## src/logic/hspc_regs.vh

```
// register offsets, reset values and scaling constants of the hall signal path
`ifndef HSPC_REGS_VH
`define HSPC_REGS_VH

// register word offsets
`define HSPC_ADDR_W 4
`define HSPC_OFS_RANGE 4'h0
`define HSPC_OFS_GAIN 4'h1
`define HSPC_OFS_ZERO 4'h2
`define HSPC_OFS_LOWPASS 4'h3
`define HSPC_OFS_TZERO 4'h4
`define HSPC_OFS_LINCOEF 4'h5
`define HSPC_OFS_QUADCOEF 4'h6
`define HSPC_OFS_DACWORD 4'h7
`define HSPC_OFS_EFFGAIN 4'h8

// field widths
`define HSPC_RANGE_W 2
`define HSPC_CODE_W 15
`define HSPC_LP_W 3
`define HSPC_COEF_W 16

// reset values: mid range, gain +1.0, half scale at zero field, filter off
`define HSPC_RANGE_RST 2'h1
`define HSPC_GAIN_RST 15'h5000
`define HSPC_ZERO_RST 15'h4800
`define HSPC_LP_RST 3'h7
`define HSPC_COEF_RST 16'h0000

// range codes
`define HSPC_RANGE_50MT 2'h3
`define HSPC_RANGE_100MT 2'h1
`define HSPC_RANGE_200MT 2'h0

// code zero point and scale: value = (code - 16384) / 4096
`define HSPC_CODE_MID 16'h4000
`define HSPC_FRAC_SH 12

// low-pass: setting 7 bypasses, otherwise shift = 7 - setting
`define HSPC_LP_BYPASS 3'h7
`define HSPC_LP_FRAC 8

// temperature term scaling
`define HSPC_LIN_SH 12
`define HSPC_SQ_SH 12
`define HSPC_QUAD_SH 12

// output limits
`define HSPC_DAC_W 12
`define HSPC_DAC_MAX 12'hfff
`define HSPC_DAC_MIN 12'h000

`endif

```

## src/logic/hspc_core.v

```verilog
// hall signal path: low-pass, temperature-compensated gain, offset and 12-bit limiter
// Operation
// [RQ1] hall sample is low-pass filtered, then multiplied by the compensated gain
// [RQ2] programmed offset is added to the gain-scaled sample before limiting
// [RQ3] offset-corrected result is limited to 12 bits and fed to the dac
// [RQ4] temperature sample minus programmed zero point gives temperature difference
// [RQ5] linear term is difference times linear coefficient
// [RQ6] quadratic term is squared difference times quadratic coefficient
// [RQ7] linear plus quadratic terms plus stored gain form the effective gain
// [RQ8] symmetric range by 2-bit code: 3 is 50, 1 is 100, 0 is 200 mT
// [RQ9] software sets the range before calibrating gain and offset
// [RQ10] gain code 15-bit unsigned, gain = (code - 16384) / 4096
// [RQ11] offset code 15-bit unsigned, offset = (code - 16384) / 4096 of full scale
// [RQ12] offset equals the output produced at zero field
// [RQ13] software must calibrate gain and offset per device in the application
// [RQ14] software should avoid gains between -0.5 and +0.5
// [RQ15] 3-bit low-pass setting, eight bandwidths, 7 bypasses, dc gain one
// [RQ16] limiter saturates below zero to 0 and above full scale to 4095
//
// The address-and-strobe port and the placing of the registers are this design's own decisions.
`include "hspc_regs.vh"
`default_nettype none

module hspc_core #(
    parameter HALL_W = 16,
    parameter TEMP_W = 12
) (
    input wire clk_i,
    input wire srst_i,
    input wire [`HSPC_ADDR_W-1:0] reg_addr_i,
    input wire [31:0] reg_wdata_i,
    input wire reg_wr_i,
    input wire reg_rd_i,
    output reg [31:0] reg_rdata_o,
    input wire [HALL_W-1:0] hall_sample_i,
    input wire hall_valid_i,
    input wire [TEMP_W-1:0] temp_sample_i,
    input wire temp_valid_i,
    output wire [`HSPC_RANGE_W-1:0] adc_range_o,
    output reg [`HSPC_DAC_W-1:0] dac_word_o,
    output reg dac_valid_o
);

localparam FW = HALL_W + `HSPC_LP_FRAC;
localparam GW = 18;
localparam DW = TEMP_W + 1;
localparam PW = HALL_W + GW;
localparam SW = PW + 1;
localparam LW = DW + `HSPC_COEF_W;
localparam QW = 2 * DW;
localparam KW = QW - `HSPC_SQ_SH + `HSPC_COEF_W;
localparam EW = GW + 2;

////////////////////////////////////////////////////////////////////////////////
// register file

reg [`HSPC_RANGE_W-1:0] field_range_select_r;
reg [`HSPC_CODE_W-1:0] gain_code_r;
reg [`HSPC_CODE_W-1:0] zero_field_level_code_r;
reg [`HSPC_LP_W-1:0] lowpass_setting_r;
reg [TEMP_W-1:0] temp_zero_point_r;
reg [`HSPC_COEF_W-1:0] linear_temp_coeff_r;
reg [`HSPC_COEF_W-1:0] quadratic_temp_coeff_r;
reg signed [GW-1:0] gain_eff_r;

// the adc range follows the register directly; reprogramming it
// invalidates gain and offset calibration, which software redoes [RQ9]
assign adc_range_o = field_range_select_r; // [RQ8]

always @(posedge clk_i) begin
    if (srst_i) begin
        field_range_select_r <= `HSPC_RANGE_RST;
        gain_code_r <= `HSPC_GAIN_RST;
        zero_field_level_code_r <= `HSPC_ZERO_RST;
        lowpass_setting_r <= `HSPC_LP_RST;
        temp_zero_point_r <= {TEMP_W{1'b0}};
        linear_temp_coeff_r <= `HSPC_COEF_RST;
        quadratic_temp_coeff_r <= `HSPC_COEF_RST;
    end else if (reg_wr_i) begin
        case (reg_addr_i)
            `HSPC_OFS_RANGE: field_range_select_r <= reg_wdata_i[`HSPC_RANGE_W-1:0]; // [RQ8]
            `HSPC_OFS_GAIN: gain_code_r <= reg_wdata_i[`HSPC_CODE_W-1:0]; // [RQ10]
            `HSPC_OFS_ZERO: zero_field_level_code_r <= reg_wdata_i[`HSPC_CODE_W-1:0]; // [RQ11]
            `HSPC_OFS_LOWPASS: lowpass_setting_r <= reg_wdata_i[`HSPC_LP_W-1:0]; // [RQ15]
            `HSPC_OFS_TZERO: temp_zero_point_r <= reg_wdata_i[TEMP_W-1:0];
            `HSPC_OFS_LINCOEF: linear_temp_coeff_r <= reg_wdata_i[`HSPC_COEF_W-1:0];
            `HSPC_OFS_QUADCOEF: quadratic_temp_coeff_r <= reg_wdata_i[`HSPC_COEF_W-1:0];
            default: ;
        endcase
    end
end

// read data valid only in the cycle after the read strobe; unmapped reads zero
always @(posedge clk_i) begin
    if (srst_i) begin
        reg_rdata_o <= 32'h0000_0000;
    end else if (reg_rd_i) begin
        case (reg_addr_i)
            `HSPC_OFS_RANGE: reg_rdata_o <= {{(32-`HSPC_RANGE_W){1'b0}}, field_range_select_r};
            `HSPC_OFS_GAIN: reg_rdata_o <= {{(32-`HSPC_CODE_W){1'b0}}, gain_code_r};
            `HSPC_OFS_ZERO: reg_rdata_o <= {{(32-`HSPC_CODE_W){1'b0}}, zero_field_level_code_r};
            `HSPC_OFS_LOWPASS: reg_rdata_o <= {{(32-`HSPC_LP_W){1'b0}}, lowpass_setting_r};
            `HSPC_OFS_TZERO: reg_rdata_o <= {{(32-TEMP_W){1'b0}}, temp_zero_point_r};
            `HSPC_OFS_LINCOEF: reg_rdata_o <= {{(32-`HSPC_COEF_W){1'b0}}, linear_temp_coeff_r};
            `HSPC_OFS_QUADCOEF: reg_rdata_o <= {{(32-`HSPC_COEF_W){1'b0}}, quadratic_temp_coeff_r};
            `HSPC_OFS_DACWORD: reg_rdata_o <= {{(32-`HSPC_DAC_W){1'b0}}, dac_word_o};
            // effective gain, sign-extended to the word
            `HSPC_OFS_EFFGAIN: reg_rdata_o <= {{(32-GW){gain_eff_r[GW-1]}}, gain_eff_r};
            default: reg_rdata_o <= 32'h0000_0000;
        endcase
    end else begin
        reg_rdata_o <= 32'h0000_0000;
    end
end

////////////////////////////////////////////////////////////////////////////////
// temperature compensation

reg signed [DW-1:0] temp_diff_r;
reg signed [LW-1:0] lin_prod_r;
reg signed [QW-1:0] sq_r;
reg signed [KW-1:0] quad_prod_r;

wire signed [DW-1:0] temp_diff_nxt;
wire signed [QW-`HSPC_SQ_SH-1:0] sq_scaled;
wire signed [LW-`HSPC_LIN_SH-1:0] lin_term;
wire signed [KW-`HSPC_QUAD_SH-1:0] quad_term;
wire signed [GW-1:0] gain_base;
wire signed [EW-1:0] gain_sum;
wire signed [GW-1:0] gain_max;
wire signed [GW-1:0] gain_min;
reg signed [GW-1:0] gain_eff_nxt;

assign temp_diff_nxt = $signed({1'b0, temp_sample_i}) - $signed({1'b0, temp_zero_point_r}); // [RQ4]
assign sq_scaled = sq_r[QW-1:`HSPC_SQ_SH];
assign lin_term = lin_prod_r[LW-1:`HSPC_LIN_SH];
assign quad_term = quad_prod_r[KW-1:`HSPC_QUAD_SH];
// gain code to signed value, 4096 counts per unit gain [RQ10]
assign gain_base = $signed({{(GW-`HSPC_CODE_W){1'b0}}, gain_code_r}) - $signed(`HSPC_CODE_MID);
assign gain_max = {1'b0, {(GW-1){1'b1}}};
assign gain_min = {1'b1, {(GW-1){1'b0}}};
// three terms can exceed the gain word; sum wide then saturate [RQ7]
assign gain_sum = {{(EW-GW){gain_base[GW-1]}}, gain_base}
    + {{(EW-(LW-`HSPC_LIN_SH)){lin_term[LW-`HSPC_LIN_SH-1]}}, lin_term}
    + {{(EW-(KW-`HSPC_QUAD_SH)){quad_term[KW-`HSPC_QUAD_SH-1]}}, quad_term};

always @* begin
    if (gain_sum > $signed({{(EW-GW){1'b0}}, gain_max})) begin
        gain_eff_nxt = gain_max;
    end else if (gain_sum < $signed({{(EW-GW){1'b1}}, gain_min})) begin
        gain_eff_nxt = gain_min;
    end else begin
        gain_eff_nxt = gain_sum[GW-1:0];
    end
end

// terms are recomputed every cycle so coefficient writes take effect two cycles later, without a new temperature sample
always @(posedge clk_i) begin
    if (srst_i) begin
        temp_diff_r <= {DW{1'b0}};
        lin_prod_r <= {LW{1'b0}};
        sq_r <= {QW{1'b0}};
        quad_prod_r <= {KW{1'b0}};
        gain_eff_r <= {GW{1'b0}};
    end else begin
        if (temp_valid_i) begin
            temp_diff_r <= temp_diff_nxt; // [RQ4]
        end
        lin_prod_r <= temp_diff_r * $signed(linear_temp_coeff_r); // [RQ5]
        sq_r <= temp_diff_r * temp_diff_r; // [RQ6]
        quad_prod_r <= sq_scaled * $signed(quadratic_temp_coeff_r); // [RQ6]
        gain_eff_r <= gain_eff_nxt; // [RQ7]
    end
end

////////////////////////////////////////////////////////////////////////////////
// low-pass stage: first-order recursive, unity dc gain

reg signed [FW-1:0] lp_state_r;
reg lp_valid_r;
wire signed [FW-1:0] lp_in;
wire signed [FW:0] lp_diff;
wire [`HSPC_LP_W-1:0] lp_shift;
wire signed [FW:0] lp_step;
wire signed [FW:0] lp_acc;
wire signed [HALL_W-1:0] lp_out;

assign lp_in = {hall_sample_i, {`HSPC_LP_FRAC{1'b0}}};
assign lp_diff = {lp_in[FW-1], lp_in} - {lp_state_r[FW-1], lp_state_r};
// higher setting means smaller shift and wider bandwidth [RQ15]
assign lp_shift = `HSPC_LP_BYPASS - lowpass_setting_r;
assign lp_step = lp_diff >>> lp_shift;
assign lp_acc = {lp_state_r[FW-1], lp_state_r} + lp_step;
// the state moves toward the input only, so the sum never leaves FW bits
assign lp_out = lp_state_r[FW-1:`HSPC_LP_FRAC];

always @(posedge clk_i) begin
    if (srst_i) begin
        lp_state_r <= {FW{1'b0}};
        lp_valid_r <= 1'b0;
    end else begin
        lp_valid_r <= hall_valid_i;
        if (hall_valid_i) begin
            if (lowpass_setting_r == `HSPC_LP_BYPASS) begin
                lp_state_r <= lp_in; // [RQ15]
            end else begin
                lp_state_r <= lp_acc[FW-1:0]; // [RQ15]
            end
        end
    end
end

////////////////////////////////////////////////////////////////////////////////
// gain, offset and limiter

reg signed [PW-1:0] prod_r;
reg prod_valid_r;
wire signed [PW-`HSPC_FRAC_SH-1:0] prod_scaled;
wire signed [PW-`HSPC_FRAC_SH:0] out_sum;
wire signed [PW-`HSPC_FRAC_SH-1:0] offset_val;
reg [`HSPC_DAC_W-1:0] dac_nxt;

always @(posedge clk_i) begin
    if (srst_i) begin
        prod_r <= {PW{1'b0}};
        prod_valid_r <= 1'b0;
    end else begin
        prod_valid_r <= lp_valid_r;
        if (lp_valid_r) begin
            prod_r <= lp_out * gain_eff_r; // [RQ1]
        end
    end
end

assign prod_scaled = prod_r[PW-1:`HSPC_FRAC_SH];
// offset code in dac counts: 4096 counts per full output scale [RQ11]
assign offset_val = $signed({{(PW-`HSPC_FRAC_SH-`HSPC_CODE_W){1'b0}}, zero_field_level_code_r})
    - $signed(`HSPC_CODE_MID);
// at zero field the product is zero and the output is the offset alone [RQ12]
assign out_sum = {prod_scaled[PW-`HSPC_FRAC_SH-1], prod_scaled}
    + {offset_val[PW-`HSPC_FRAC_SH-1], offset_val}; // [RQ2]

always @* begin
    if (out_sum[PW-`HSPC_FRAC_SH]) begin
        dac_nxt = `HSPC_DAC_MIN; // [RQ16]
    end else if (out_sum > $signed({{(PW-`HSPC_FRAC_SH+1-`HSPC_DAC_W){1'b0}}, `HSPC_DAC_MAX})) begin
        dac_nxt = `HSPC_DAC_MAX; // [RQ16]
    end else begin
        dac_nxt = out_sum[`HSPC_DAC_W-1:0]; // [RQ3]
    end
end

always @(posedge clk_i) begin
    if (srst_i) begin
        dac_word_o <= `HSPC_DAC_MIN;
        dac_valid_o <= 1'b0;
    end else begin
        dac_valid_o <= prod_valid_r;
        if (prod_valid_r) begin
            dac_word_o <= dac_nxt; // [RQ3]
        end
    end
end

endmodule // hspc_core

`default_nettype wire

```

## config.mk

```make
export PLATFORM = sky130hd
export DESIGN_NAME = hspc_core
export DESIGN_NICKNAME = d
export VERILOG_FILES = /design/src/logic/hspc_core.v
export VERILOG_INCLUDE_DIRS = /design/src /design/src/logic
export SDC_FILE = /design/constraint.sdc
export NUM_CORES = 2
export LEC_CHECK = 0
export ABC_CLOCK_PERIOD_IN_PS = 15600
export BUFFER_PORTS_ARGS = -buffer_cell sky130_fd_sc_hd__buf_2
export CAP_MARGIN = 25
export CORE_ASPECT_RATIO = 1.5
export CORE_MARGIN = 3
export CORE_UTILIZATION = 60
export CTS_BUF_LIST = sky130_fd_sc_hd__clkbuf_4
export DETAILED_ROUTE_END_ITERATION = 12
export PLACE_DENSITY_LB_ADDON = 0.12
export SETUP_SLACK_MARGIN = 0.5
export SLEW_MARGIN = 20
export SYNTH_ARGS = -nofsm -noshare
export SYNTH_HDL_FRONTEND = slang
export SYNTH_SLANG_ARGS = --single-unit
export TNS_END_PERCENT = 5
```

## constraint.sdc

```tcl
create_clock -name clk_i -period 15.6 [get_ports clk_i]
set_input_delay 2.34 -clock clk_i [delete_from_list [all_inputs] [get_ports clk_i]]
set_output_delay 2.34 -clock clk_i [all_outputs]
set_load 0.05 [all_outputs]
```

; Word level (Yosys, flattened, before mapping)
; Index checks and enable logic that the tools add are counted.
[classes]
n_eq_ne = 9
mul = 4
reduce_logical = 10
n_lt_le_gt_ge = 3
bitwise = 1
n_shift = 1
mux = 6
add_sub_neg = 9
[ops]
columns = operator, n
row1 = $pmux W32 S9, 1
row2 = $mul A16 B18 Y34, 1
row3 = $sub A15 B15 Y16 const B, 2
row4 = $mul A14 B16 Y30, 1
row5 = $mul A13 B16 Y29, 1
row6 = $mul A13 B13 Y26, 1
row7 = $sshr A25 B3 Y24, 1
row8 = $sub A24 B24 Y25, 1
row9 = $add A24 B24 Y24, 1
row10 = $mux W12, 2
row11 = $mux W24, 1
row12 = $add A22 B16 Y23, 1
row13 = $gt A23 B13 Y1 const B, 1
row14 = $add A18 B18 Y19, 1
row15 = $gt A19 B18 Y1 const B, 1
row16 = $lt A19 B18 Y1 const B, 1
row17 = $add A16 B17 Y18, 1
row18 = $mux W18, 1
row19 = $mux W17, 1
row20 = $eq A4 B3 Y1 const B, 4
row21 = $reduce_and A2 Y1, 7
row22 = $sub A12 B12 Y13, 1
row23 = $eq A4 B2 Y1 const B, 2
row24 = $eq A4 B1 Y1 const B, 1
row25 = 6 further kinds, 7
[word_totals]
register_bits = 300
word_cells = 63
input_bits = 70

; Depth between registers and ports, before layout
[logic_depth]
ltp_word = 6
ltp_mapped = 25

; Worst setup path after synthesis
; No wires, ideal clock.
[synth_path]
kind = input-to-reg
startpoint = in hall_sample_i[1]
endpoint = reg lp_state_r[23]
arrival_ns = 6.542
slack_ns = 8.941
n_path_buf = 0
t_required_ns = 15.483
setup_time_ns = 0.117
stages = 21
cell_sequence = ha_1 -> a21o_1 -> a2111oi_4 -> o21ai_2 -> a211oi_2 -> o21bai_1 -> a21oi_2 -> xnor2_1 -> mux2i_1 -> mux2i_1 -> mux2_2 -> ha_1 -> a21oi_1 -> o21ai_0 -> o21bai_1 -> a311o_1 -> a41oi_1 -> a211o_1 -> o21ai_0 -> xnor2_1 -> a32o_1
[synth_between]
elab_chain_len = 4
[synth_rtl]
columns = item, line_no
row1 = from (decl), hspc_core.v:35  ; input wire [HALL_W-1:0] hall_sample_i,
row2 = $sub A24 B24 Y25, hspc_core.v:189  ; assign lp_diff = {lp_in[FW-1], lp_in} - {lp_state_r[FW-1], lp_state_r};
row3 = $sshr A25 B3 Y24, hspc_core.v:192  ; assign lp_step = lp_diff >>> lp_shift;
row4 = $add A24 B24 Y24, hspc_core.v:193  ; assign lp_acc = {lp_state_r[FW-1], lp_state_r} + lp_step;
row5 = $mux W24, hspc_core.v:204  ; if (lowpass_setting_r == `HSPC_LP_BYPASS) begin
row6 = to (signal assigned), hspc_core.v:199  ; lp_state_r <= {FW{1'b0}};
row7 = to (signal assigned), hspc_core.v:205  ; lp_state_r <= lp_in;
row8 = to (signal assigned), hspc_core.v:207  ; lp_state_r <= lp_acc[FW-1:0];
row9 = to (decl), hspc_core.v:179  ; reg signed [FW-1:0] lp_state_r;
; Every way passes these cells.
; A chain may end at the register's enable or synchronous reset.

; Final worst setup path
[layout_path]
startpoint = reg temp_diff_r[12]
endpoint = reg sq_r[25]
[layout_between]
elab_chain_len = 1
[layout_rtl]
columns = item, line_no
row1 = from (decl), hspc_core.v:119  ; reg signed [DW-1:0] temp_diff_r;
row2 = from (signal assigned), hspc_core.v:160  ; temp_diff_r <= {DW{1'b0}};
row3 = from (signal assigned), hspc_core.v:167  ; temp_diff_r <= temp_diff_nxt;
row4 = $mul A13 B13 Y26, hspc_core.v:170  ; sq_r <= temp_diff_r * temp_diff_r;
row5 = to (signal assigned), hspc_core.v:162  ; sq_r <= {QW{1'b0}};
row6 = to (signal assigned), hspc_core.v:170
row7 = to (decl), hspc_core.v:121  ; reg signed [QW-1:0] sq_r;
; Every way passes these cells.

==> out/results.md <==
## Critical path
* reg2reg — critical path class
* buf_4 -> clkinv_1 -> nor2_1 -> fa_1 -> fa_1 -> fa_1 -> fa_1 -> inv_1 -> fa_1 -> inv_1 -> ha_1 -> ha_1 -> or3_1 -> a211oi_1 -> nor3_1 -> a2111oi_2 -> a21oi_1 -> xnor2_1 -> nor2_1 — cells traversed along the worst timing path
* 16.20 ns — endpoint required time on the critical path
* 4 — total buffers and inverters traversed by the critical path
* flip-flop — Startpoint Class
* 26 — largest fanout on the critical path
* 8.02 ns — Arr. time, crit path
* flip-flop — Critical Path End Type
* sky130_fd_sc_hd__clkinv_1 — cell type of the slowest stage on the worst timing path
* adder cells — kind of cell with the highest combined delay on the critical path
* 0.74 ns — longest individual stage delay on the worst path
* sky130_fd_sc_hd__fa_1 — most frequent cell on the critical path

## Pwr
* 0.144 — share of power burned in the clock network
* 0.203 — Reg power frac
* 0.09447 mV — maximum vdd ir drop
* 0.5032 — switching power as a share of total power
* 2.330 mW — Internal Power
* 99.33 mW/mm² — power per standard cell area
* 2.360 mW — NetSw
* 23.72 nW — P_leak
* 0.653 — relative contribution of combinational cells to total power
* 4.690 mW — Overall Power

## Finish
* 4.826% — Area growth syn-to-layout
* 0.004765 mm² — sequential cell area
* 6370 — number of nets in the final layout
* 6100 — Post-Layout Cell Count
* 0.06094 — fraction of layout instances using a drive strength above 1
* 0.6377 — core utilization of the finished layout
* 0.03561 mm² — area occupied by multi-input gates
* 0.04721 mm² — design area
* 6435 — FILL cells

## Synthesis
* 0.3854 — Synth top area share
* 238 — Seq cells post-synth
* sky130_fd_sc_hd__dfxtp_1 — leading register cell type out of synthesis
* 0 — Synth Warn #
* 8.881 µm² — mean instance size in the synthesized netlist
* 0 — Post-synth EDFFs
* sky130_fd_sc_hd__fa_1 — cell type with the largest total area after synthesis
* sky130_fd_sc_hd__inv_1 — most used standard cell by instance count after synthesis
* 0.1058 — proportion of synthesized chip area in sequential cells
* 5071 — post-synthesis instance total
* 89 — library cells used by synthesis
* sky130_fd_sc_hd__fa_1 (39%), sky130_fd_sc_hd__dfxtp_1 (11%), sky130_fd_sc_hd__ha_1 (10%) — biggest area contributors in the synthesized netlist
* 0.04504 mm² — cell area after synthesis
* 6385 — Net Count, Synth
* sky130_fd_sc_hd__inv_1 (993), sky130_fd_sc_hd__fa_1 (867), sky130_fd_sc_hd__nand2_1 (677) — top cells by count, synth
* 0 — fraction of synthesis flops using an asynchronous set or reset pin

## Worst hold path
* reg2reg — Worst Hold Class

## Detailed routing
* 0 — count of unresolved DRC violations after routing
* 2085 — initial DRC count
* 34692 — total via count after detailed routing
* 0 — Routed Antenna Nets
* 6 — Detailed Routing Iterations Pass 1
* 118500 µm — detailed-route wire length
* 19.42 µm — average wire per standard cell
* 5.687 — vias per std cell

## Global route
* 0.3147 — All-Layer GR Usage
* 6 — antenna violations before repair
* 130 — pin count of the biggest net entering global routing
* 37339 — vias in the first global route
* 0 — leftover overflow at the end of global routing
* 194000 µm — wire length of the first global-routing pass

## Placement
* 93060 µm — detailed placer's ending HPWL
* 8.119 ns — Setup WS pre-CTS
* 5977 — number of placed instances with taps included
* 0.04622 mm² — DP Area
* 100 — total of buffers placed on input and output ports
* 0.9445 — global placer's final weighted congestion

## STA
* 0.06651 ns — worst clock skew on the final layout
* 8.180 ns — worst setup slack after layout
* 7.420 ns — minimum clock period after layout
* 0.4762 ns — final-layout worst hold slack
* false — unrepaired setup endpoints after global routing
* 0 — setup violators final
* 0.2456 — Worst slew margin
* 0 — total count of hold-check failures in the final report
* 1.130 ns — Tightest Pin Transition
* 0 — final count of pins violating max slew
* 134.8 MHz — achievable clock frequency
* 0 ns — setup TNS after final layout
* 0.4756 — Final period util

## Clocking
* sky130_fd_sc_hd__clkbuf_4 — clock root buffer
* 0.07 ns — Clock transition at path regs
* done — CTS tree
* 0.79 ns — clock network latency to the later pin of the worst-skew pair
* 3 — maximum buffer depth of the clock tree
* 67 — Num CTS Buffers
* 0 — number of gates resized after CTS
* 3 — deepest level of the CTS H-tree
* 0 — # hold bufs at CTS
* 238 — clock sink count
* 0 — post-CTS setup buffers

## Die
* 0.07845 mm² — area of the die
* 0.07403 mm² — Core Area
* 0.6083 — effective utilization at floorplan
* 122 — total number of placement rows
* 341.5 µm — die boundary height
* 117 — number of ports placed on the die boundary
* 229.7 µm — die width

## Run
* 0 — # Max-Cap Violations

## Run status
* finished, final reports clean — outcome

==> metal layers <==
layer | up-vias | GRT usage | share of wire
li1 | 15699 | - | -
met1 | 17584 | 0.3660 | 0.37
met2 | 1064 | 0.5751 | 0.52
met3 | 341 | 0.03656 | 0.053
met4 | 4 | 0.1535 | 0.055
met5 | - | 0 | 0.00021
==> path summary, 6_finish.rpt <==
check / start / endpoint / slack (ns) / cells past startpoint
worst max-delay path: temp_diff_r[12] / sq_r[25] / 8.18 / 19
worst min-delay path: temp_zero_point_r[3] / temp_zero_point_r[3] / 0.48 / 2
worst max register to register: temp_diff_r[12] / sq_r[25] / 8.18 / 19
worst min register to register: temp_zero_point_r[3] / temp_zero_point_r[3] / 0.48 / 2
==> layout make-up <==
cell class / instances / area share
inverter: 998 / 0.07935
timing repair buffer: 149 / 0.01884
antenna: 5 / 0.0002650
clock buffer: 93 / 0.01479
clock inverter: 23 / 0.005354
sequential: 238 / 0.1009
tap: 992 / 0.02629
multi-input combinational: 3602 / 0.7542
==> state kept, by name, summed over array words and instances (netlist names), 13 cells and up <==
register and flops:
gain_code_r 15, linear_temp_coeff_r 16, quad_prod_r 18, lp_state_r 24, quadratic_temp_coeff_r 16, lin_prod_r 17, sq_r 14, gain_eff_r 18
zero_field_level_code_r 15, reg_rdata_o 18, prod_r 22, temp_diff_r 13
==> power by group through the flow <==
stage               Combinational [mW]  Sequential [mW]  Clock (mW)
finish                            3.06            0.954       0.675
global route                      3.47            0.962       0.718
CTS                               3.08            0.948       0.689
detailed placement                3.02            0.962           0
global placement                  2.99            0.961           0
floorplan                         2.30            0.782           0
==> worst register-to-register path: cells and delay by family, from the launching register on <==
kind / cells / cell delay, ns
buf+inv: 4 / 1.22
compound gates: 3 / 1.23
fa+ha+maj: 7 / 3.12
xor+xnor: 1 / 0.20
simple gates: 4 / 1.18
flops: 1 / 0.31
==> placed cells by master, fill, tap and decap left out, drive strengths merged, types with 46 or more instances in the layout <==
cell type    n
inv        995
fa         867
nand2      677
ha         377
and2       358
dfxtp      238
nor2       230
a21oi      221
buf        149
xnor2      123
o21ai       99
clkbuf      93
mux2i       58
xor2        46
==> logic make-up after synthesis <==
family          synth area share
simple gates              0.1568
fa+ha+maj                 0.4901
buf+inv                   0.1041
compound gates           0.09324
flops                     0.1058
xor+xnor                 0.03287
mux                      0.01714
Power figures use the tool's default switching activity.
